$ cat config.mk
export PLATFORM = sky130hd
export DESIGN_NAME = two_level_interrupt_priority_ctrl
export DESIGN_NICKNAME = d
export VERILOG_FILES = /design/src/two_level_interrupt_priority_ctrl.v
export VERILOG_INCLUDE_DIRS = /design/src
export SDC_FILE = /design/constraint.sdc
export NUM_CORES = 1
export LEC_CHECK = 0
export BUFFER_PORTS_ARGS = -buffer_cell sky130_fd_sc_hd__clkbuf_2
export CAP_MARGIN = 10
export CORE_AREA = 2 2 146 148
export CTS_CLUSTER_DIAMETER = 60
export DETAILED_ROUTE_END_ITERATION = 8
export DIE_AREA = 0 0 148 150
export PLACE_DENSITY = 0.59
export SLEW_MARGIN = 0
export SYNTH_ARGS = -nofsm -noshare
export SYNTH_HDL_FRONTEND = slang
export SYNTH_SLANG_ARGS = --single-unit
$ cat constraint.sdc
create_clock -name aclk -period 2.2 [get_ports aclk]
set_clock_uncertainty 0.1 [all_clocks]
set_input_delay 0.44 -clock aclk [delete_from_list [all_inputs] [get_ports aclk]]
set_output_delay 0.44 -clock aclk [all_outputs]
set_load 0.02 [all_outputs]
$ cat src/irq_prio_consts.vh
// Functional notes
// - high-priority vector is 0008h, low-priority vector is 0018h.
// - an enabled high request preempts a low service in progress.
// - no low request is taken while a high service runs.
// - every source has a flag, an enable and a priority bit.
// - priority enable clear at reset; priority bits then ignored.
// - compatibility: peripheral sources need peripheral and global enable.
// - compatibility: global enable admits core sources, clear blocks all.
// - compatibility: every accepted interrupt goes to 0008h.
// - priority mode set by priority enable in reset control register.
// - priority mode: high enable admits high sources, clear blocks all.
// - priority mode: low sources need both low and high enables.
// - flag, enable and global enable set vectors at once by priority.
// - acceptance clears the global enable of the accepted level.
// - acceptance pushes return address and loads vector into PC.
// - return from interrupt sets the level's global enable again.
// - pin and port-change latency is three to four instruction cycles.
// - flags set on events regardless of any enable bit.
// - clearing a source enable stops only that source's vectoring.
`ifndef IRQ_PRIO_CONSTS_VH
`define IRQ_PRIO_CONSTS_VH

`define NSRC 16
`define NPERIPH_LO 8
`define VEC_HIGH 21'h000008
`define VEC_LOW 21'h000018
`define PC_W 21

`define REG_CTRL 8'h00
`define REG_FLAG 8'h04
`define REG_ENABLE 8'h08
`define REG_PRIO 8'h0C
`define REG_STATUS 8'h10
`define REG_FLAG_CLR 8'h14

`define CTRL_GEH 0
`define CTRL_PEL 1
`define CTRL_PRIO_EN 2

`define LAT_SYNC 2

`endif

$ cat src/two_level_interrupt_priority_ctrl.v
`include "irq_prio_consts.vh"

// sources 0..7 are core (non-peripheral) sources, 8..15 peripheral ones
module two_level_interrupt_priority_ctrl (
    input wire aclk, // 250 MHz clock
    input wire aresetn, // sync reset, active low
    input wire [`NSRC-1:0] event_pulse, // per-source event strobes
    input wire instr_boundary, // core finishing an instruction this cycle
    input wire return_from_interrupt, // core executes return-from-interrupt
    input wire [`PC_W-1:0] pc_current, // address of next instruction
    output reg vector_req_q, // one-cycle: load vector into PC
    output reg [`PC_W-1:0] vector_addr_q, // vector to load
    output reg stack_push_q, // one-cycle: push return address
    output reg [`PC_W-1:0] push_addr_q, // return address to push
    output reg in_service_high_q, // high level in service
    output reg in_service_low_q, // low level in service
    input wire [7:0] s_axi_awaddr, // AXI4-Lite write address
    input wire s_axi_awvalid, // write address valid
    output reg s_axi_awready, // write address ready
    input wire [31:0] s_axi_wdata, // write data
    input wire [3:0] s_axi_wstrb, // write strobes
    input wire s_axi_wvalid, // write data valid
    output reg s_axi_wready, // write data ready
    output reg [1:0] s_axi_bresp, // write response
    output reg s_axi_bvalid, // write response valid
    input wire s_axi_bready, // write response ready
    input wire [7:0] s_axi_araddr, // read address
    input wire s_axi_arvalid, // read address valid
    output reg s_axi_arready, // read address ready
    output reg [31:0] s_axi_rdata, // read data
    output reg [1:0] s_axi_rresp, // read response
    output reg s_axi_rvalid, // read data valid
    input wire s_axi_rready // read data ready
);

    reg [`NSRC-1:0] flag_q;
    reg [`NSRC-1:0] enable_q;
    reg [`NSRC-1:0] prio_q;
    reg global_enable_high_q;
    reg peripheral_enable_low_q;
    reg priority_enable_q;
    reg [`LAT_SYNC-1:0] arm_q;
    reg [`LAT_SYNC-1:0] arm_lo_q;

    reg aw_got_q, w_got_q;
    reg [7:0] aw_addr_q;
    reg [31:0] w_data_q;
    reg [3:0] w_strb_q;

    wire do_write = aw_got_q && w_got_q && !s_axi_bvalid;
    wire [`NSRC-1:0] flag_set_w = do_write && aw_addr_q == `REG_FLAG ?
        w_data_q[`NSRC-1:0] : {`NSRC{1'b0}};
    wire [`NSRC-1:0] flag_clr_w = do_write && aw_addr_q == `REG_FLAG_CLR ?
        w_data_q[`NSRC-1:0] : {`NSRC{1'b0}};

    // per-source qualification
    wire [`NSRC-1:0] pend_w = flag_q & enable_q;
    wire [`NSRC-1:0] periph_mask_w = {{(`NSRC-`NPERIPH_LO){1'b1}},
        {`NPERIPH_LO{1'b0}}};
    reg take_high, take_low;
    always @* begin
        take_high = 1'b0;
        take_low = 1'b0;
        if (!priority_enable_q) begin
            // peripherals also need the peripheral enable
            take_high = global_enable_high_q && !in_service_high_q &&
                (|(pend_w & ~periph_mask_w) ||
                 (peripheral_enable_low_q && |(pend_w & periph_mask_w)));
        end else begin
            take_high = global_enable_high_q && !in_service_high_q &&
                |(pend_w & prio_q);
            take_low = global_enable_high_q && peripheral_enable_low_q &&
                !in_service_high_q && !in_service_low_q &&
                |(pend_w & ~prio_q);
        end
    end

    // requests are held two cycles, then taken at an instruction boundary;
    // this places the vector 3..4 instruction cycles after the event
    wire accept_high = arm_q[`LAT_SYNC-1] && take_high && instr_boundary;
    wire accept_low = arm_lo_q[`LAT_SYNC-1] && take_low && instr_boundary &&
        !accept_high;

    always @(posedge aclk) begin
        if (!aresetn) begin
            flag_q <= {`NSRC{1'b0}};
            enable_q <= {`NSRC{1'b0}};
            prio_q <= {`NSRC{1'b1}};
            global_enable_high_q <= 1'b0;
            peripheral_enable_low_q <= 1'b0;
            priority_enable_q <= 1'b0;
            arm_q <= {`LAT_SYNC{1'b0}};
            arm_lo_q <= {`LAT_SYNC{1'b0}};
            in_service_high_q <= 1'b0;
            in_service_low_q <= 1'b0;
            vector_req_q <= 1'b0;
            vector_addr_q <= {`PC_W{1'b0}};
            stack_push_q <= 1'b0;
            push_addr_q <= {`PC_W{1'b0}};
        end else begin
            // set wins over software clear
            flag_q <= (flag_q & ~flag_clr_w) | flag_set_w | event_pulse;
            arm_q <= {arm_q[`LAT_SYNC-2:0], take_high};
            arm_lo_q <= {arm_lo_q[`LAT_SYNC-2:0], take_low};
            vector_req_q <= accept_high || accept_low;
            stack_push_q <= accept_high || accept_low;
            if (accept_high || accept_low) begin
                push_addr_q <= pc_current;
                arm_q <= {`LAT_SYNC{1'b0}};
                arm_lo_q <= {`LAT_SYNC{1'b0}};
            end
            if (accept_high) begin
                vector_addr_q <= `VEC_HIGH;
                global_enable_high_q <= 1'b0;
                in_service_high_q <= 1'b1;
            end else if (accept_low) begin
                vector_addr_q <= `VEC_LOW;
                peripheral_enable_low_q <= 1'b0;
                in_service_low_q <= 1'b1;
            end else if (return_from_interrupt) begin
                // the innermost level returns: high if it is active or priority mode is off, else low
                if (in_service_high_q || !priority_enable_q) begin
                    global_enable_high_q <= 1'b1;
                    in_service_high_q <= 1'b0;
                end else if (in_service_low_q) begin
                    peripheral_enable_low_q <= 1'b1;
                    in_service_low_q <= 1'b0;
                end
            end else if (do_write && aw_addr_q == `REG_CTRL &&
                         w_strb_q[0]) begin
                global_enable_high_q <= w_data_q[`CTRL_GEH];
                peripheral_enable_low_q <= w_data_q[`CTRL_PEL];
                priority_enable_q <= w_data_q[`CTRL_PRIO_EN];
            end
            if (do_write && aw_addr_q == `REG_ENABLE)
                enable_q <= w_data_q[`NSRC-1:0];
            if (do_write && aw_addr_q == `REG_PRIO)
                prio_q <= w_data_q[`NSRC-1:0];
        end
    end

    // write channel: address and data taken in either order or in the same cycle, one write at a time
    always @(posedge aclk) begin
        if (!aresetn) begin
            s_axi_awready <= 1'b0;
            s_axi_wready <= 1'b0;
            s_axi_bvalid <= 1'b0;
            s_axi_bresp <= 2'h0;
            aw_got_q <= 1'b0;
            w_got_q <= 1'b0;
            aw_addr_q <= 8'h00;
            w_data_q <= 32'h00000000;
            w_strb_q <= 4'h0;
        end else begin
            s_axi_awready <= !aw_got_q && !s_axi_awready && s_axi_awvalid;
            s_axi_wready <= !w_got_q && !s_axi_wready && s_axi_wvalid;
            if (s_axi_awvalid && s_axi_awready) begin
                aw_got_q <= 1'b1;
                aw_addr_q <= s_axi_awaddr;
            end
            if (s_axi_wvalid && s_axi_wready) begin
                w_got_q <= 1'b1;
                w_data_q <= s_axi_wdata;
                w_strb_q <= s_axi_wstrb;
            end
            if (do_write) begin
                s_axi_bvalid <= 1'b1;
                case (aw_addr_q)
                    `REG_CTRL, `REG_FLAG, `REG_ENABLE, `REG_PRIO,
                    `REG_FLAG_CLR: s_axi_bresp <= 2'h0;
                    default: s_axi_bresp <= 2'h2;
                endcase
            end else if (s_axi_bvalid && s_axi_bready) begin
                s_axi_bvalid <= 1'b0;
                aw_got_q <= 1'b0;
                w_got_q <= 1'b0;
            end
        end
    end

    // read channel
    always @(posedge aclk) begin
        if (!aresetn) begin
            s_axi_arready <= 1'b0;
            s_axi_rvalid <= 1'b0;
            s_axi_rdata <= 32'h00000000;
            s_axi_rresp <= 2'h0;
        end else begin
            s_axi_arready <= !s_axi_arready && !s_axi_rvalid && s_axi_arvalid;
            if (s_axi_arvalid && s_axi_arready) begin
                s_axi_rvalid <= 1'b1;
                s_axi_rresp <= 2'h0;
                case (s_axi_araddr)
                    `REG_CTRL: s_axi_rdata <= {29'h0, priority_enable_q,
                        peripheral_enable_low_q, global_enable_high_q};
                    `REG_FLAG: s_axi_rdata <= {16'h0, flag_q};
                    `REG_ENABLE: s_axi_rdata <= {16'h0, enable_q};
                    `REG_PRIO: s_axi_rdata <= {16'h0, prio_q};
                    `REG_STATUS: s_axi_rdata <= {30'h0, in_service_low_q,
                        in_service_high_q};
                    `REG_FLAG_CLR: s_axi_rdata <= 32'h00000000;
                    default: begin
                        s_axi_rdata <= 32'h00000000;
                        s_axi_rresp <= 2'h2;
                    end
                endcase
            end else if (s_axi_rvalid && s_axi_rready) begin
                s_axi_rvalid <= 1'b0;
            end
        end
    end

endmodule // two_level_interrupt_priority_ctrl

==> impl_metrics.yaml, run 1 <==
yosys:
  synthMuxAreaShare_pct: 7.16
  ys.flop_type: "dfxtp_1"
  avgSynthCellArea_um2: 8.51
  yosysTopAreaCell: "dfxtp_1"
  yosysMostFrequentCell: "nand2_1"
  synth_compound_area_share_pct: 14.6
  synth_area_um2: 6060
  yosys_register_bits: 131
  synth_top_family_by_area: "simple AND/OR/NAND/NOR gates"
  synth-simple-area-share_pct: 26.9
  yosysTopAreaCellShare_pct: 43.3
  synthCells: 712
  synthAdderAreaFrac_pct: 0
  synthDistinctLibCells: 51
  synth.top_cells.by_count: "199 x nand2_1, 131 x dfxtp_1, 49 x nand3_1, 40 x buf_4, 36 x a21boi_0"
  async_flop_share_pct: 0
  synthXorXnorAreaFrac_pct: 0
  synthTopCellsByArea: "dfxtp_1 43%, nand2_1 12%, buf_4 5.0%, a21boi_0 4.5%, nand3_1 4.0%"
  ys_warn_count: 0
  synth_edf_count: 0
  yosysSeqAreaShare_pct: 43.3
global_routing:
  grt_util_met2_pct: 22.1
  grt_pass1_vias: 4876
  grt-busiest-layer: "met2"
  grt_use_total_pct: 15.1
  grt_max_degree: 55
  antenna_found_initial: 0
  grt_pass1_wl_mm: 26.4
  met3_usage_pct: 3.78
  gr-total-overflow: 0
  use_met1_pct: 21.6
clock_network:
  path_clk_slew_ns: 0.06
  root_buffer: "clkbuf_16"
  clk_latency_ns: 0.42
  cts_hold_buf: 0
  clkSinkCount: 131
  htreeDepth: 4
  clock_path_buffers: 2
  cts_tree: "yes"
  numCtsBuffers: 17
status:
  outcome: "finished clean"
die:
  die_h_um: 150
  fp.dieW_um: 148
  initial_core_util_pct: 29.3
  die_area_um2: 22200
  rows: 53
  io_pins: 185
  core_um2: 20700
placed_design:
  dp_cells: 1107
  place.gp.congestion: 0.861
  numPortBuffers: 128
  dp_hpwl_mm: 12.1
  placed_area_um2: 7090
routing:
  drc: 0
  finalWirelength_mm: 16.9
  num_vias: 5340
  routed_via_density: 4.68
  routedWlPerCell_um: 14.8
  antenna_left: 0
  drtIter0Drc: 277
  drtPass1Iterations: 5
critical_path:
  worst-endpoint-arrival_ns: 2.34
  crit_path_max_fanout: 6
  crit_path_end_kind: "flip-flop"
  crit_chain: "or4_4 -> nor4_4 -> buf_6 -> nand4_4 -> or4_1 -> o2111a_1"
  crit_slowest_cell: "or4_4"
  crit_type: "reg -> reg"
  slowest_delay_ns: 0.55
  critPathLaunchType: "flip-flop"
  required_ns: 2.41
cells_and_area:
  drive_above_1_share_pct: 26.8
  regArea_um2: 2620
  syn_to_final_growth_pct: 29.3
  nets: 952
  num_antenna_cells: 0
  finalInstanceArea_um2: 7840
  finalNonFillerCells: 1141
  fillers: 2135
  multiInputGateArea_um2: 3170
sta:
  finalSetupViolCount: 0
  maxSlewViolCount: 0
  fin_crit_ns: 2.14
  finalHoldViolations: 0
  min_period_over_period_pct: 97.2
  rsz0062_at_grt: "true"
  max_freq_ghz: 0.468
  worstMarginPinSlew_ns: 1.15
  relSlewSlack_pct: 22.9
power_and_ir_drop:
  leakage_nw: 3.38
  peakVddDrop_v: 0.000474
  power-per-cell-area_nw_per_um2: 748
job:
  cap_violations: 0
hold_path:
  min_path_type: "in -> reg"
## kinds of logic (layout without fill, tap and decap cells)
family	count (synthesis)	in the layout
and+or+nand+nor	340	340
buffers and inverters	80	198
DFF	131	131
muxes	38	38
other	1	37
AOI/OAI and AO/OA	122	122
## per-layer routing
layer,share of wire [%],wire length [um],up-vias
met5,0,0,-
met4,1.5,256,0
met3,5.5,928,20
met2,44,7370,189
met1,49,8340,2461
li1,-,-,2670
## cell usage in the layout (no fill, tap or decap), types with 2 or more instances in the layout
| cell | synthesis | layout |
|---|---|---|
| a21boi_0 | 36 | 35 |
| a21boi_1 | 10 | 11 |
| a21oi_1 | 11 | 11 |
| a221oi_1 | 16 | 11 |
| a221oi_2 | 0 | 5 |
| a22oi_1 | 17 | 17 |
| and2_1 | 16 | 16 |
| and3_1 | 4 | 4 |
| buf_12 | 0 | 10 |
| buf_4 | 40 | 26 |
| bufinv_16 | 0 | 4 |
| clkbuf_16 | 0 | 18 |
| clkbuf_2 | 1 | 127 |
| clkinv_2 | 0 | 3 |
| clkinv_4 | 0 | 4 |
| clkinvlp_4 | 0 | 2 |
| conb_1 | 1 | 37 |
| dfxtp_1 | 131 | 130 |
| inv_1 | 2 | 2 |
| mux2_2 | 13 | 13 |
| mux2i_1 | 22 | 22 |
| mux4_2 | 3 | 3 |
| nand2_1 | 199 | 197 |
| nand2b_1 | 5 | 5 |
| nand3_1 | 49 | 48 |
| nand3b_1 | 14 | 14 |
| nand4_1 | 4 | 4 |
| nor2_1 | 4 | 4 |
| nor2b_1 | 25 | 25 |
| nor3_1 | 4 | 4 |
| nor4_4 | 2 | 2 |
| nor4bb_1 | 2 | 2 |
| o2111ai_1 | 4 | 4 |
| o21a_1 | 2 | 2 |
| o21ai_0 | 17 | 16 |
## per-stage QoR
stage	setup TNS [ns]	setup slack, ns	hold WS [ns]	utilization [%]	total power, mW
floorplan	0	0.122	0.322	-	2.79
global placement	0	0.0340	0.339	34.3	2.91
detailed placement	0	0.0647	0.348	34.3	2.91
CTS	0	0.0202	0.132	37.3	5.91
global route	-0.212	-0.0315	0.142	37.9	6.07
finish	0	0.0623	0.146	37.9	5.86
## where the power goes
group	internal [mW]	switching [mW]
registers	2.42	0.0619
logic	0.170	0.218
clock network	1.92	1.08
## cell type report
cell class                 count  share of cell area (%)
clock inverter                13                    2.36
timing repair buffer         165                    13.6
clock buffer                  18                    5.60
inverter                       2                  0.0958
tap                          275                    4.39
multi-input combinational    537                    40.5
sequential                   131                    33.5
## critical path: cells and delay by family (launching register included)
| family | cells | cell delay (ns) |
|---|---|---|
| DFF | 1 | 0.32 |
| buffers and inverters | 1 | 0.17 |
| and+or+nand+nor | 4 | 1.28 |
| AOI/OAI and AO/OA | 1 | 0.15 |
## flip-flops by register name (all words and copies together) (netlist names), 2 cells and up
name / cells
aw_addr_q: 8
push_addr_q: 21
w_data_q: 16
prio_q: 16
vector_addr_q: 2
s_axi_rdata: 16
enable_q: 16
arm_q: 2
flag_q: 16
arm_lo_q: 2
## final timing paths
| path | startpoint | to | slack, ns | cells after the start |
|---|---|---|---|---|
| max | aw_addr_q[7] | global_enable_high_q | 0.06 | 6 |
| min | pc_current[7] | push_addr_q[7] | 0.15 | 3 |
| max reg2reg | aw_addr_q[7] | global_enable_high_q | 0.06 | 6 |
| min reg2reg | s_axi_rvalid | s_axi_arready | 0.36 | 1 |
## repair_timing
item / CTS / global route
endpoints found under the setup margin: 0 / 43
gates resized for setup: 0 / 18
hold endpoints to repair: 0 / 0
buffers inserted: 0 / 2
No activity file was read; power rests on OpenSTA's default activity.
==> run 2, diff against run 1 <==
--- a/config.mk
+++ b/config.mk
@@ -12,7 +12,7 @@
 export CTS_CLUSTER_DIAMETER = 60
 export DETAILED_ROUTE_END_ITERATION = 8
 export DIE_AREA = 0 0 148 150
-export PLACE_DENSITY = 0.59
+export PLACE_DENSITY = 0.57
 export SLEW_MARGIN = 0
 export SYNTH_ARGS = -nofsm -noshare
 export SYNTH_HDL_FRONTEND = slang
==> constraint.sdc (replaced) <==
create_clock -name aclk -period 2.58 [get_ports aclk]
set_clock_uncertainty 0.1 [all_clocks]
set_input_delay 0.516 -clock aclk [delete_from_list [all_inputs] [get_ports aclk]]
set_output_delay 0.516 -clock aclk [all_outputs]
set_load 0.02 [all_outputs]
==> impl_metrics.yaml, run 2 (synthesis results as in run 1) <==
cells_and_area:
  fin_util_pct: 36.2
  final_cell_mix: "199 x nand2_1, 131 x dfxtp_1, 127 x clkbuf_2"
  syn_to_final_growth_pct: 23.5
  largest_reg_flops: 21
  drive_above_1_share_pct: 23.8
  layout_commonest_cell: "nand2_1"
  nets: 934
  fillers: 2169
  top_register: "push_addr_q"
  num_antenna_cells: 0
power_and_ir_drop:
  peakVddDrop_v: 0.000430
  power-per-cell-area_nw_per_um2: 645
  seqPwrFrac_pct: 43.7
  leakage_nw: 3.18
  internal_power_mw: 3.65
  clockPowerShare_pct: 49.8
  p_comb_share_pct: 6.5
  p_sw_share_pct: 24.3
  power_switching_mw: 1.17
sta:
  tns_ns: 0
  fin_crit_ns: 2.28
  finalHoldViolations: 0
  rsz0062_at_grt: "false"
  maxSlewViolCount: 0
  relSlewSlack_pct: 24.7
  worstMarginPinSlew_ns: 1.13
  finalSetupViolCount: 0
  max_freq_ghz: 0.439
  min_period_over_period_pct: 88.3
critical_path:
  worst-endpoint-arrival_ns: 2.48
  critPathLaunchType: "flip-flop"
  crit_type: "reg -> reg"
  required_ns: 2.78
  crit_path_end_kind: "flip-flop"
  crit_path_max_fanout: 16
clock_network:
  cts_tree: "yes"
  path_clk_slew_ns: 0.06
  cts_setup_buffers: 0
  numCtsBuffers: 17
  clk_latency_ns: 0.42
  clkSinkCount: 131
  htreeDepth: 4
  cts_hold_buf: 0
  ctsResizeCount: 0
  clock_path_buffers: 2
  root_buffer: "clkbuf_16"
routing:
  num_vias: 5148
  finalWirelength_mm: 16.2
  drc: 0
  routedWlPerCell_um: 14.4
  routed_via_density: 4.58
  antenna_left: 0
  drtIter0Drc: 276
  drtPass1Iterations: 5
global_routing:
  antenna_found_initial: 0
  grt_max_degree: 59
  grt_pass1_vias: 4889
  grt_pass1_wl_mm: 26.1
  grt_use_total_pct: 14.9
  gr-total-overflow: 0
placed_design:
  place.gp.congestion: 0.857
  numPortBuffers: 128
  dp_hpwl_mm: 11.8
hold_path:
  min_path_type: "in -> reg"
die:
  initial_core_util_pct: 29.3
  io_pins: 185
  rows: 53
  die_h_um: 150
  die_area_um2: 22200
  fp.dieW_um: 148
  core_um2: 20700
status:
  outcome: "finished clean"
job:
  cap_violations: 0
==> run 2: metrics by stage <==
step | power (mW) | setup WS, ns | hold slack (ns) | std cells | cell area, um^2
floorplan | 2.38 | 0.426 | 0.322 | 748 | 6200
global placement | 2.47 | 0.297 | 0.339 | 1092 | 6890
global route | 5.01 | 0.110 | 0.217 | 1124 | 7480
CTS | 4.89 | 0.259 | 0.196 | 1124 | 7480
detailed placement | 2.47 | 0.276 | 0.340 | 1092 | 6890
finish | 4.83 | 0.303 | 0.215 | 1124 | 7480
==> run 2: final timing paths <==
path,depth (start not counted),startpoint,to,slack (ns)
worst max-delay path,6,aw_addr_q[1],enable_q[7],0.30
worst min-delay path,3,pc_current[7],push_addr_q[7],0.21
worst max register to register,6,aw_addr_q[1],enable_q[7],0.30
worst min register to register,1,s_axi_rvalid,s_axi_arready,0.35
==> run 2: cell type report <==
| class | count | area (um^2) | area share (%) |
|---|---|---|---|
| Sequential cell | 131 | 2620 | 35.0 |
| Clock inverter | 13 | 149 | 1.99 |
| Multi-Input combinational cell | 537 | 3100 | 41.4 |
| Tap cell | 275 | 344 | 4.60 |
| Timing Repair Buffer | 147 | 823 | 11.0 |
| Clock buffer | 19 | 443 | 5.92 |
| Inverter | 2 | 7.51 | 0.100 |
==> run 2: critical path, stage by stage, from the launching register on <==
cell	delay [ns]
dfxtp_1	0.31
or4_4	0.57
nor4_4	0.29
nand2_1	0.13
or2_1	0.50
nand2_1	0.17
a21boi_1	0.08
==> run 2: power by group through the flow <==
stage / Combinational [mW] / Sequential (mW) / Clock (mW)
after global placement: 0.312 / 2.15 / 0
after detailed placement: 0.313 / 2.15 / 0
final: 0.312 / 2.11 / 2.40
after CTS: 0.314 / 2.11 / 2.47
after global routing: 0.349 / 2.12 / 2.54
after floorplan: 0.240 / 2.14 / 0
==> run 2: metal layers <==
| metal | vias up | wire length [um] | GRT usage, % |
|---|---|---|---|
| met5 | - | 0 | 0 |
| met4 | 0 | 284 | 5.67 |
| met3 | 19 | 918 | 3.26 |
| met2 | 176 | 7020 | 22.5 |
| met1 | 2308 | 7950 | 20.7 |
| li1 | 2645 | - | - |
